**src/port_cfg_pkg.sv**
```systemverilog
// Package of addresses, field positions, reset values and mode codes for the port configuration block
package port_cfg_pkg;

    // ****************************************************************
    // SFR addresses and pages
    // ****************************************************************
    localparam logic [7:0] ADDR_PORT3_MODE_LOW       = 8'hAC;
    localparam logic [7:0] ADDR_PORT3_MODE_HIGH      = 8'hAD;
    localparam logic [7:0] ADDR_PORT0_INPUT_TYPE     = 8'hB1;
    localparam logic [7:0] ADDR_PORT1_MODE_LOW       = 8'hB3;
    localparam logic [7:0] ADDR_PORT1_INPUT_TYPE     = 8'hB3;
    localparam logic [7:0] ADDR_PORT1_MODE_HIGH      = 8'hB4;
    localparam logic [7:0] ADDR_PIN_SETTING          = 8'hB5;
    localparam logic       PAGE_MODE                 = 1'b0;
    localparam logic       PAGE_INPUT_TYPE           = 1'b1;

    // ****************************************************************
    // Reset values
    // ****************************************************************
    localparam logic [7:0] RST_PORT1_MODE_LOW        = 8'hFF;
    localparam logic [7:0] RST_PORT1_MODE_HIGH       = 8'h00;
    localparam logic [7:0] RST_PORT3_MODE_LOW        = 8'h01;
    localparam logic [7:0] RST_PORT3_MODE_HIGH       = 8'h00;
    localparam logic [7:0] RST_PORT0_INPUT_TYPE      = 8'h00;
    localparam logic [7:0] RST_PORT1_INPUT_TYPE      = 8'h00;
    localparam logic [7:0] RST_PIN_SETTING           = 8'h00;

    // ****************************************************************
    // Field positions and masks
    // ****************************************************************
    localparam int         POS_DUAL_PIN_PULLUP       = 7;
    localparam int         POS_TIMER1_TOGGLE_EN      = 3;
    localparam int         POS_TIMER0_TOGGLE_EN      = 2;
    localparam int         POS_DUAL_PIN_INPUT_TYPE   = 0;
    localparam logic [7:0] MASK_PIN_SETTING          = 8'h8D;
    localparam logic [7:0] MASK_PORT3                = 8'h01;

    // ****************************************************************
    // Pin mode encoding {mode_low bit, mode_high bit}
    // ****************************************************************
    typedef enum logic [1:0] {
        MODE_QUASI       = 2'b00,
        MODE_PUSH_PULL   = 2'b01,
        MODE_INPUT_ONLY  = 2'b10,
        MODE_OPEN_DRAIN  = 2'b11
    } pin_mode_e;

endpackage

```
**src/port_mode_decode.sv**
```systemverilog
// Per-pin mode decoder: turns the two mode-select bits of each pin into drive controls
`timescale 1ns/10ps
`default_nettype none

module port_mode_decode
    import port_cfg_pkg::*;
#(
    parameter int PINS = 8
) (
    // Mode-select register pair
    input  wire logic [PINS-1:0] mode_low,
    input  wire logic [PINS-1:0] mode_high,
    // Decoded drive controls per pin
    output logic      [PINS-1:0] drive_high_en,
    output logic      [PINS-1:0] drive_low_en,
    output logic      [PINS-1:0] weak_pullup_en,
    output logic      [PINS-1:0] input_only
);

    initial begin
        if (PINS < 1 || PINS > 8) begin
            $error("port_mode_decode: PINS must be 1..8");
        end
    end

    genvar n;
    generate
        for (n = 0; n < PINS; n++) begin : g_pin
            pin_mode_e mode;
            assign mode = pin_mode_e'({mode_low[n], mode_high[n]});
            always_comb begin
                drive_high_en[n]  = 1'b0;
                drive_low_en[n]   = 1'b0;
                weak_pullup_en[n] = 1'b0;
                input_only[n]     = 1'b0;
                case (mode)
                    MODE_QUASI: begin
                        drive_low_en[n]   = 1'b1;
                        weak_pullup_en[n] = 1'b1;
                    end
                    MODE_PUSH_PULL: begin
                        drive_high_en[n] = 1'b1;
                        drive_low_en[n]  = 1'b1;
                    end
                    MODE_INPUT_ONLY: begin
                        input_only[n] = 1'b1;
                    end
                    MODE_OPEN_DRAIN: begin
                        drive_low_en[n] = 1'b1;
                    end
                    default: begin
                        input_only[n] = 1'b1;
                    end
                endcase
            end
        end
    endgenerate

endmodule // port_mode_decode

`default_nettype wire

```
**src/port_mode_input_type_config.sv**
```systemverilog
// Port mode, input type and dual-use pin pull-up configuration registers on the SFR bus
`timescale 1ns/10ps
`default_nettype none

// Operation
// - Port 1 pin n mode comes from bit n of both Port 1 mode registers.
// - Port 3 pin mode comes from bit 0 of both Port 3 mode registers.
// - Reset loads Port 1 mode low all ones, high all zeros: input-only.
// - Reset sets Port 3 mode low bit 0, clears high: input-only.
// - Bit 7 of pin-setting register enables the dual-use pin pull-up.
// - That pull-up bit acts only when the reset-pin-as-input option is 0.
// - While the pin serves as reset, its pull-up stays enabled always.
// - Each pin's input type is individual; software selects page 1 first.
// - Port 0 input type bit n: 0 gives TTL, 1 gives Schmitt.
// - Port 1 input type bit n: 0 TTL, 1 Schmitt; resets to zero.
// - Port 1 mode registers decode at B3H and B4H on page 0 only.
// - Port 3 mode registers decode at ACH and ADH on page 0 only.
// - Input type registers decode at B1H and B3H on page 1 only.
module port_mode_input_type_config
    import port_cfg_pkg::*;
#(
    parameter int P1_PINS = 8
) (
    // Clock and reset
    input  wire logic               clk,
    input  wire logic               reset_n,
    // SFR bus
    input  wire logic [7:0]         sfr_addr,
    input  wire logic               sfr_page,
    input  wire logic               sfr_wr,
    input  wire logic               sfr_rd,
    input  wire logic [7:0]         sfr_wdata,
    output logic      [7:0]         sfr_rdata,
    output logic                    sfr_hit,
    // Boot option: dual-use pin serves as input when zero
    input  wire logic               reset_pin_as_input_option,
    // Port 1 pin controls
    output logic      [P1_PINS-1:0] port1_drive_high_en,
    output logic      [P1_PINS-1:0] port1_drive_low_en,
    output logic      [P1_PINS-1:0] port1_weak_pullup_en,
    output logic      [P1_PINS-1:0] port1_input_only,
    output logic      [P1_PINS-1:0] port1_schmitt_en,
    // Port 3 pin controls
    output logic                    port3_drive_high_en,
    output logic                    port3_drive_low_en,
    output logic                    port3_weak_pullup_en,
    output logic                    port3_input_only,
    // Port 0 input type
    output logic      [7:0]         port0_schmitt_en,
    // Dual-use reset/input pin
    output logic                    dual_pin_pullup_on,
    output logic                    dual_pin_schmitt_en,
    // Timer toggle-output enables, held only
    output logic                    timer0_toggle_en,
    output logic                    timer1_toggle_en
);

    initial begin
        if (P1_PINS < 1 || P1_PINS > 8) begin
            $error("port_mode_input_type_config: P1_PINS must be 1..8");
        end
    end

    // ****************************************************************
    // Address decode
    // ****************************************************************
    logic sel_p1_mode_low;
    logic sel_p1_mode_high;
    logic sel_p3_mode_low;
    logic sel_p3_mode_high;
    logic sel_p0_type;
    logic sel_p1_type;
    logic sel_pin_setting;
    logic sel_any;

    // Pin setting register is not paged, so it answers on both pages
    always_comb begin
        sel_p1_mode_low  = (sfr_page == PAGE_MODE) && (sfr_addr == ADDR_PORT1_MODE_LOW);
        sel_p1_mode_high = (sfr_page == PAGE_MODE) && (sfr_addr == ADDR_PORT1_MODE_HIGH);
        sel_p3_mode_low  = (sfr_page == PAGE_MODE) && (sfr_addr == ADDR_PORT3_MODE_LOW);
        sel_p3_mode_high = (sfr_page == PAGE_MODE) && (sfr_addr == ADDR_PORT3_MODE_HIGH);
        sel_p0_type      = (sfr_page == PAGE_INPUT_TYPE) && (sfr_addr == ADDR_PORT0_INPUT_TYPE);
        sel_p1_type      = (sfr_page == PAGE_INPUT_TYPE) && (sfr_addr == ADDR_PORT1_INPUT_TYPE);
        sel_pin_setting  = (sfr_addr == ADDR_PIN_SETTING);
        sel_any          = sel_p1_mode_low | sel_p1_mode_high | sel_p3_mode_low | sel_p3_mode_high
                         | sel_p0_type | sel_p1_type | sel_pin_setting;
    end

    // ****************************************************************
    // Registers
    // ****************************************************************
    logic [7:0] port1_mode_low_q;
    logic [7:0] port1_mode_high_q;
    logic [7:0] port3_mode_low_q;
    logic [7:0] port3_mode_high_q;
    logic [7:0] port0_input_type_q;
    logic [7:0] port1_input_type_q;
    logic [7:0] pin_setting_and_toggle_enable_q;

    always_ff @(posedge clk or negedge reset_n) begin
        if (!reset_n) begin
            port1_mode_low_q  <= RST_PORT1_MODE_LOW;
            port1_mode_high_q <= RST_PORT1_MODE_HIGH;
        end else if (sfr_wr) begin
            if (sel_p1_mode_low) begin
                port1_mode_low_q <= sfr_wdata;
            end
            if (sel_p1_mode_high) begin
                port1_mode_high_q <= sfr_wdata;
            end
        end
    end

    // Only bit 0 exists; upper bits stay zero
    always_ff @(posedge clk or negedge reset_n) begin
        if (!reset_n) begin
            port3_mode_low_q  <= RST_PORT3_MODE_LOW;
            port3_mode_high_q <= RST_PORT3_MODE_HIGH;
        end else if (sfr_wr) begin
            if (sel_p3_mode_low) begin
                port3_mode_low_q <= sfr_wdata & MASK_PORT3;
            end
            if (sel_p3_mode_high) begin
                port3_mode_high_q <= sfr_wdata & MASK_PORT3;
            end
        end
    end

    always_ff @(posedge clk or negedge reset_n) begin
        if (!reset_n) begin
            port0_input_type_q <= RST_PORT0_INPUT_TYPE;
            port1_input_type_q <= RST_PORT1_INPUT_TYPE;
        end else if (sfr_wr) begin
            if (sel_p0_type) begin
                port0_input_type_q <= sfr_wdata;
            end
            if (sel_p1_type) begin
                port1_input_type_q <= sfr_wdata;
            end
        end
    end

    // Unimplemented bits 6:4 and 1 read zero
    always_ff @(posedge clk or negedge reset_n) begin
        if (!reset_n) begin
            pin_setting_and_toggle_enable_q <= RST_PIN_SETTING;
        end else if (sfr_wr && sel_pin_setting) begin
            pin_setting_and_toggle_enable_q <= sfr_wdata & MASK_PIN_SETTING;
        end
    end

    // ****************************************************************
    // Read data
    // ****************************************************************
    logic [7:0] rdata_d;

    always_comb begin
        rdata_d = 8'h00;
        if (sel_p1_mode_low) begin
            rdata_d = port1_mode_low_q;
        end else if (sel_p1_mode_high) begin
            rdata_d = port1_mode_high_q;
        end else if (sel_p3_mode_low) begin
            rdata_d = port3_mode_low_q;
        end else if (sel_p3_mode_high) begin
            rdata_d = port3_mode_high_q;
        end else if (sel_p0_type) begin
            rdata_d = port0_input_type_q;
        end else if (sel_p1_type) begin
            rdata_d = port1_input_type_q;
        end else if (sel_pin_setting) begin
            rdata_d = pin_setting_and_toggle_enable_q;
        end
    end

    // Registered read: data appears the cycle after the strobe; unmapped reads give zero
    always_ff @(posedge clk or negedge reset_n) begin
        if (!reset_n) begin
            sfr_rdata <= 8'h00;
            sfr_hit   <= 1'b0;
        end else begin
            sfr_rdata <= sfr_rd ? rdata_d : 8'h00;
            sfr_hit   <= (sfr_rd | sfr_wr) & sel_any;
        end
    end

    // ****************************************************************
    // Mode decode
    // ****************************************************************
    logic [P1_PINS-1:0] p1_high_d;
    logic [P1_PINS-1:0] p1_low_d;
    logic [P1_PINS-1:0] p1_pull_d;
    logic [P1_PINS-1:0] p1_in_d;
    logic [0:0]         p3_high_d;
    logic [0:0]         p3_low_d;
    logic [0:0]         p3_pull_d;
    logic [0:0]         p3_in_d;

    port_mode_decode #(
        .PINS           (P1_PINS)
    ) u_port1_decode (
        .mode_low       (port1_mode_low_q[P1_PINS-1:0]),
        .mode_high      (port1_mode_high_q[P1_PINS-1:0]),
        .drive_high_en  (p1_high_d),
        .drive_low_en   (p1_low_d),
        .weak_pullup_en (p1_pull_d),
        .input_only     (p1_in_d)
    );

    port_mode_decode #(
        .PINS           (1)
    ) u_port3_decode (
        .mode_low       (port3_mode_low_q[0:0]),
        .mode_high      (port3_mode_high_q[0:0]),
        .drive_high_en  (p3_high_d),
        .drive_low_en   (p3_low_d),
        .weak_pullup_en (p3_pull_d),
        .input_only     (p3_in_d)
    );

    // ****************************************************************
    // Dual-use pin pull-up
    // ****************************************************************
    // Option sampled like a pin: three flops, change taken when last two agree
    logic [2:0] option_sync_q;
    logic       option_q;

    always_ff @(posedge clk or negedge reset_n) begin
        if (!reset_n) begin
            option_sync_q <= 3'b111;
        end else begin
            option_sync_q <= {option_sync_q[1:0], reset_pin_as_input_option};
        end
    end

    // Reset value treats the pin as reset input, which keeps the pull-up on
    always_ff @(posedge clk or negedge reset_n) begin
        if (!reset_n) begin
            option_q <= 1'b1;
        end else if (option_sync_q[2] == option_sync_q[1]) begin
            option_q <= option_sync_q[2];
        end
    end

    // ****************************************************************
    // Output flops
    // ****************************************************************
    always_ff @(posedge clk or negedge reset_n) begin
        if (!reset_n) begin
            port1_drive_high_en  <= '0;
            port1_drive_low_en   <= '0;
            port1_weak_pullup_en <= '0;
            port1_input_only     <= '1;
            port3_drive_high_en  <= 1'b0;
            port3_drive_low_en   <= 1'b0;
            port3_weak_pullup_en <= 1'b0;
            port3_input_only     <= 1'b1;
        end else begin
            port1_drive_high_en  <= p1_high_d;
            port1_drive_low_en   <= p1_low_d;
            port1_weak_pullup_en <= p1_pull_d;
            port1_input_only     <= p1_in_d;
            port3_drive_high_en  <= p3_high_d[0];
            port3_drive_low_en   <= p3_low_d[0];
            port3_weak_pullup_en <= p3_pull_d[0];
            port3_input_only     <= p3_in_d[0];
        end
    end

    always_ff @(posedge clk or negedge reset_n) begin
        if (!reset_n) begin
            port0_schmitt_en    <= 8'h00;
            port1_schmitt_en    <= '0;
            dual_pin_schmitt_en <= 1'b0;
            timer0_toggle_en    <= 1'b0;
            timer1_toggle_en    <= 1'b0;
        end else begin
            port0_schmitt_en    <= port0_input_type_q;
            port1_schmitt_en    <= port1_input_type_q[P1_PINS-1:0];
            dual_pin_schmitt_en <= pin_setting_and_toggle_enable_q[POS_DUAL_PIN_INPUT_TYPE];
            timer0_toggle_en    <= pin_setting_and_toggle_enable_q[POS_TIMER0_TOGGLE_EN];
            timer1_toggle_en    <= pin_setting_and_toggle_enable_q[POS_TIMER1_TOGGLE_EN];
        end
    end

    // Pull-up on during reset: pin may be the reset input
    always_ff @(posedge clk or negedge reset_n) begin
        if (!reset_n) begin
            dual_pin_pullup_on <= 1'b1;
        end else if (option_q) begin
            dual_pin_pullup_on <= 1'b1;
        end else begin
            dual_pin_pullup_on <= pin_setting_and_toggle_enable_q[POS_DUAL_PIN_PULLUP];
        end
    end

endmodule // port_mode_input_type_config

`default_nettype wire

```
**config.mk**
```make
export PLATFORM = sky130hd
export DESIGN_NAME = port_mode_input_type_config
export DESIGN_NICKNAME = d
export VERILOG_FILES = /design/src/port_cfg_pkg.sv /design/src/port_mode_decode.sv /design/src/port_mode_input_type_config.sv
export SDC_FILE = /design/constraint.sdc
export NUM_CORES = 1
export LEC_CHECK = 0
export BUFFER_PORTS_ARGS = -buffer_cell sky130_fd_sc_hd__buf_2
export CORE_UTILIZATION = 34
export DETAILED_ROUTE_END_ITERATION = 10
export PLACE_DENSITY_LB_ADDON = 0.1
export SYNTH_ARGS = -nofsm -noshare
export SYNTH_HDL_FRONTEND = slang
export SYNTH_SLANG_ARGS = --single-unit
```
**constraint.sdc**
```tcl
create_clock -name clk -period 2.2 [get_ports clk]
set_input_delay 0.44 -clock clk [delete_from_list [all_inputs] [get_ports clk]]
set_output_delay 0.44 -clock clk [all_outputs]
set_load 0.1 [all_outputs]
```
# Word level (Yosys, flattened, before mapping)
# Index checks and enable logic that the tools add are counted.
[word_totals]
reg_bits = 107
input_bits = 22
out_inout_bits = 65
elab_cells = 144
[classes]
n_eq_ne = 34
muxes = 45
n_bitwise = 9
n_reduce_logical = 31
[ops]
columns = ["cell", "n"]
rows = [
  ["$mux W8", 8],
  ["$eq A8 B8 Y1 const B", 6],
  ["$mux W1", 37],
  ["$eq A2 B2 Y1 const B", 18],
  ["$reduce_or A3 Y1", 9],
  ["$eq A2 B1 Y1 const B", 9],
  ["$logic_not A2 Y1", 9],
  ["$reduce_and A2 Y1", 6],
  ["$logic_and A1 B1 Y1", 7],
  ["$or A1 B1 Y1", 7],
  ["$and A1 B1 Y1", 1],
  ["$eq A1 B1 Y1", 1],
  ["$not A1 Y1", 1],
]

# Longest topological paths before layout
[logic_depth]
ltp_word = 9
depth_mapped = 6
mapped_depth_nobuf = 4

# Cells and area by module
# A second synthesis with hierarchy kept.
[unflattened]
hier_cells = 279
hier_area_um2 = 3981.3
[modules_own_cells]
columns = ["module", "instances", "cells_per_inst", "area_per_inst_um2", "seq_area_each_um2"]
rows = [
  ["port_mode_input_type_config", 1, 243, 3756.1, 2706.3],
  ["port_mode_decode at u_port1_decode", 1, 32, 200.2, 0.0],
  ["port_mode_decode at u_port3_decode", 1, 4, 25.0, 0.0],
]

# Worst setup path before layout
# No wires, ideal clock.
[synth_timing]
path_type = "input to register"
start = "input port sfr_addr[6]"
end = "register port1_input_type_q[0]"
setup_time_ps = 125
arrival_time_ps = 1647
t_required_ps = 2075
path_slack_ps = 428
cell_stages = 6
path_buffers = 2
cell_sequence = "and3b_1 buf_6 nand4b_4 or3_1 buf_6 mux2_4"
[synth_between]
elab_chain_len = 3
[synth_lines]
columns = ["element", "line", "rtl"]
rows = [
  ["start: declaration", "port_mode_input_type_config.sv:28", "input wire logic [7:0] sfr_addr,"],
  ["$eq A8 B8 Y1", "port_mode_input_type_config.sv:83", "sel_p1_type = (sfr_page == PAGE_INPUT_TYPE) && (sfr_addr == ADDR_PORT1_INPUT_TYPE);"],
  ["$logic_and A1 B1 Y1", "port_mode_input_type_config.sv:83", ""],
  ["$reduce_and A2 Y1 (no source line)", "-", ""],
  ["end signal: assignment", "port_mode_input_type_config.sv:138", "port1_input_type_q <= sfr_wdata;"],
  ["end: declaration", "port_mode_input_type_config.sv:97", "logic [7:0] port1_input_type_q;"],
]
# Every way passes these cells.
# A chain may end at the register's enable or synchronous reset.

# Worst setup path in the final report
[layout_timing]
start = "input port sfr_addr[3]"
end = "register port1_input_type_q[4]"
# The elaborated chain is that of the path after synthesis.

==> results.txt <==
- STA puts the critical path data required time at between 2 and 2.5 ns.
* Number of vias in the routed layout: between 2000 and 2500
* Diode count: 0
- Number of flops mapped to enable cells by yosys: 0
- The finished layout holds ~520 standard cells, fillers aside.
- Int Pwr: 3050 µW
- Total power after layout: a little over 4000 µW
* Overall die width: around 110 µm
- Hold/Removal Path Class: input port to asynchronous set/reset pin
- Initial cell density of the core: around a third
- Clock-pin slew on the worst setup and hold paths: roughly 0.070 ns
- Average via count per standard cell: around 4.7
* Insertion delay of the later-clocked pin in the worst-skew pair: ~0.34 ns
* Buf+Inv Stages, Crit Path: 1
- Among all flip-flop cells after synthesis, the most frequent one is sky130_fd_sc_hd__dfrtp_1.
- The final critical path takes up about four fifths of the cycle.
- The number of placed instances, taps included, is between 500 and 600.
- For the pin with the worst max-slew slack, the measured transition is 0.528 ns.
- Total die area: between 10000 and 15000 µm²
* Slowest stage delay, CP: 0.57 ns
- Critical path fanouts, max: 8
- STA puts the critical path data arrival time at roughly 2.0 ns.
- The via count of the first global-routing pass was approximately 2400.
* Syn. warnings: 0
- From synthesis to final layout, the design area changed by 24.2%.
- Max frequency: approximately 580 MHz
- In this run the mean area of a mapped cell was approximately 15 µm².
- Yosys mapped the design onto 40 distinct sky130hd cell types.
- Cell breakdown of the critical path: buf_2 > and3b_1 > nand4b_4 > or3_1 > mux2_4
* Gate family responsible for the most delay along the worst path: simple AND/OR/NAND/NOR gates
- Setup violations remaining at the end of the flow were counted as 0.
- Share of async-settable or async-resettable flops after synthesis: 100%
- Io pins: 87
- Aggregate negative setup slack: 0 ns
- VDD sags by at most 0.000378 V.
- Buffers on Ports: 86
- Proportion of layout cells with a drive suffix above 1: a little under half
- Startpoint of the most critical setup path: sfr_addr[3]
* Fill cells: about 1100
* TritonCTS clock tree: built
- Maximum count of clock buffers along a single path: 2
- Max-slew headroom at the worst pin: 64.8%
* Hold_buf cts: 0
- Switching power summed over all nets: between 1000 and 1500 µW
- Entering global routing, the biggest net connects 44 pins.
- Synthesis inferred ~110 register bits.
- Sequential power share: 50.2%
* Setup bufs post-CTS: 0
- Area of the multi-input gates: 1170 µm²
- Slowest stage cell on the critical path: sky130_fd_sc_hd__or3_1
- Of the post-synthesis cell area, the part taken by muxes is 12.5%.
- Synthesis handed over a netlist of between 200 and 300 instances.
- Dividing the detail-routed wire length by the instance count gives ~16 µm.
- Library cell occupying the most area in the post-synthesis netlist: sky130_fd_sc_hd__dfrtp_1
- The initial antenna violation count is 0.
- Critical path class: input port to flop
- List of most frequent post-synthesis cells: 84 x sky130_fd_sc_hd__dfrtp_1, 30 x sky130_fd_sc_hd__mux2_2, 23 x sky130_fd_sc_hd__dfstp_2, 23 x sky130_fd_sc_hd__nor2b_1, 14 x sky130_fd_sc_hd__inv_1
- Post-route DRC: 0
* Worst flop-to-flop path startpoint: pin_setting_and_toggle_enable_q[2]$_DFFE_PN0P_
- Global-route wire length before repair: 13200 µm
- In this run the standard cell core region covers 11400 µm².
- Global-route congestion overflow total: 0
- Total power per unit cell area: 834 nW/µm²
- The synthesized netlist devotes 5.72% of its cell area to compound gates.
- Post-detailed-route count of antenna-violating nets: 0
- Fraction of power spent switching nets: between 20% and 30%
- Buffer cell driving the clock tree root: sky130_fd_sc_hd__clkbuf_16
- Share of synthesized area occupied by flip-flops and latches: ~68%
- RD Place Congestion: between 0.7 and 0.8
* DPL Wire Length: a little under 6000 µm
* Worst clock skew: roughly 0.0073 ns
- Across the run, the number of max-cap violations was 0.
- Global routing consumed, over all layers together, between 10% and 20% of the routing resources.
* Critical path startpoint category: input port
- Leak: about 0.0025 µW
* Combined area of all synthesized cells: approximately 4000 µm²
* H-Tree Depth: 3
- Post-Synth XOR/XNOR Area: 0%
- Largest family of logic cells by synthesized area: multiplexers
- The most common cell in the synthesized netlist is sky130_fd_sc_hd__dfrtp_1.
- Placement row count: 39
- Number of gates resized after CTS: 0
- Yosys top cell area share: about 53%
- Final number of hold-violating endpoints: 0
- Type of element capturing the critical path: flop
- Wirelength, routed: slightly above 8000 µm
- Sequential Area: about 2700 µm²
- DRC marker count from the first detailed-route iteration: 93
- The floorplan step set the die height to approximately 110 µm.
- Summing the areas of all fa, ha and maj instances in the mapped netlist gives less than 1% of the synthesized area.
- The clock network accounts for a little under two fifths of the total power.
* Number of pins with negative max-slew slack in the final report: 0
- Post-synth net total: 295
- Clock Sink Count: around 110
- Before antenna repair, the detailed router went through 4 iterations.
- The synthesized netlist devotes a little over a tenth of its cell area to simple gates.
* Cts bufs inserted: 9
- Of the total power, combinational logic draws around 12%.
* Final critical delay including setup and external delays: about 1.7 ns
- Final layout net count: between 300 and 400
- Synth top area cells: sky130_fd_sc_hd__dfrtp_1 53%, sky130_fd_sc_hd__dfstp_2 15%, sky130_fd_sc_hd__mux2_2 8.5%
- Status: completed
* RSZ-0062 raised after global routing: no
cells in the final DEF, fill, tap and decap left out, types with 2 or more instances in the layout:
cell type | netlist | routed
sky130_fd_sc_hd__dfrtp_1 | 84 | 84
sky130_fd_sc_hd__and3b_1 | 2 | 2
sky130_fd_sc_hd__nor2_1 | 11 | 11
sky130_fd_sc_hd__clkbuf_16 | 0 | 9
sky130_fd_sc_hd__buf_2 | 3 | 85
sky130_fd_sc_hd__mux2_2 | 30 | 30
sky130_fd_sc_hd__dfstp_2 | 23 | 23
sky130_fd_sc_hd__o2111ai_1 | 3 | 3
sky130_fd_sc_hd__clkbuf_1 | 3 | 2
sky130_fd_sc_hd__and2_1 | 2 | 2
sky130_fd_sc_hd__inv_1 | 14 | 14
sky130_fd_sc_hd__o2111a_1 | 4 | 4
sky130_fd_sc_hd__nor3b_1 | 4 | 4
sky130_fd_sc_hd__nand2_1 | 13 | 13
sky130_fd_sc_hd__mux2i_1 | 4 | 4
sky130_fd_sc_hd__clkinvlp_4 | 0 | 2
sky130_fd_sc_hd__nand4_1 | 2 | 2
sky130_fd_sc_hd__a221o_1 | 3 | 3
sky130_fd_sc_hd__buf_4 | 0 | 13
sky130_fd_sc_hd__nor3_2 | 2 | 2
sky130_fd_sc_hd__nor3_1 | 2 | 2
sky130_fd_sc_hd__a21oi_1 | 7 | 7
sky130_fd_sc_hd__mux2_4 | 8 | 8
sky130_fd_sc_hd__nor2b_1 | 23 | 23
sky130_fd_sc_hd__o21ai_0 | 7 | 7
stage by stage:
step / hold WS, ns / worst slack (ns) / util (%) / instance area [µm²]
3_3_place_gp: 0.347 / 0.131 / 40.7 / 4650
2_1_floorplan: 0.144 / 0.428 / - / 3980
4_1_cts: 0.0370 / 0.470 / 43.3 / 4940
6_report: 0.0322 / 0.473 / 43.3 / 4940
3_5_place_dp: 0.349 / 0.112 / 40.7 / 4650
5_1_grt: 0.0521 / 0.394 / 43.3 / 4940
cells by family after synthesis:
| family | after synthesis |
|---|---|
| flip-flops | 107 |
| AND/OR/NAND/NOR | 69 |
| multiplexers | 42 |
| AO/OA/AOI/OAI | 31 |
| buffers and inverters | 23 |
| adder cells (fa/ha/maj) | 1 |
power groups by stage:
stage               Sequential [µW]  Clock (µW)  Combinational, µW
finish                         2070        1580                476
global route                   2080        1720                508
CTS                            2070        1640                482
detailed placement             2110           0                481
global placement               2110           0                479
floorplan                      2360           0               88.5
worst paths after layout:
kind | end | slack (ns) | depth (start not counted)
worst max-delay path | port1_input_type_q[4]$_DFFE_PN0P_ | 0.47 | 5
worst min register to register | option_sync_q[1]$_DFF_PN1_ | 0.36 | 0
max in group asynchronous | port1_input_only[0]$_DFF_PN1_ | 1.51 | 2
min in group clk | option_sync_q[0]$_DFF_PN1_ | 0.20 | 1
worst min-delay path | port1_drive_high_en[3]$_DFF_PN0_ | 0.03 | 1
worst max register to register | sfr_rdata[2]$_DFF_PN0_ | 1.06 | 3
area by class of cell:
type,instances,area share [%]
Clock inverter,4,1.01
Tap cell,143,3.62
Timing Repair Buffer,99,11.0
Sequential cell,107,54.7
Inverter,14,1.06
Clock buffer,12,4.98
Multi-Input combinational cell,143,23.6
per-layer routing:
| layer | vias to the layer above | global-route usage (%) | wire length, µm |
|---|---|---|---|
| met4 | 0 | 5.45 | 144 |
| li1 | 1135 | - | - |
| met1 | 1221 | 21.3 | 3990 |
| met5 | - | 0 | 0 |
| met2 | 63 | 22.0 | 3750 |
| met3 | 10 | 4.06 | 417 |
sequential cells by signal (all words and copies together), names as in the netlist, 3 cells and up:
register,cells
option_sync_q,3
pin_setting_and_toggle_enable_q,4
port0_input_type_q,8
port0_schmitt_en,8
port1_drive_high_en,8
port1_drive_low_en,8
port1_input_only,8
port1_input_type_q,8
port1_mode_high_q,8
port1_mode_low_q,8
port1_schmitt_en,8
port1_weak_pullup_en,8
sfr_rdata,8
(Power assumes the default switching activity.)
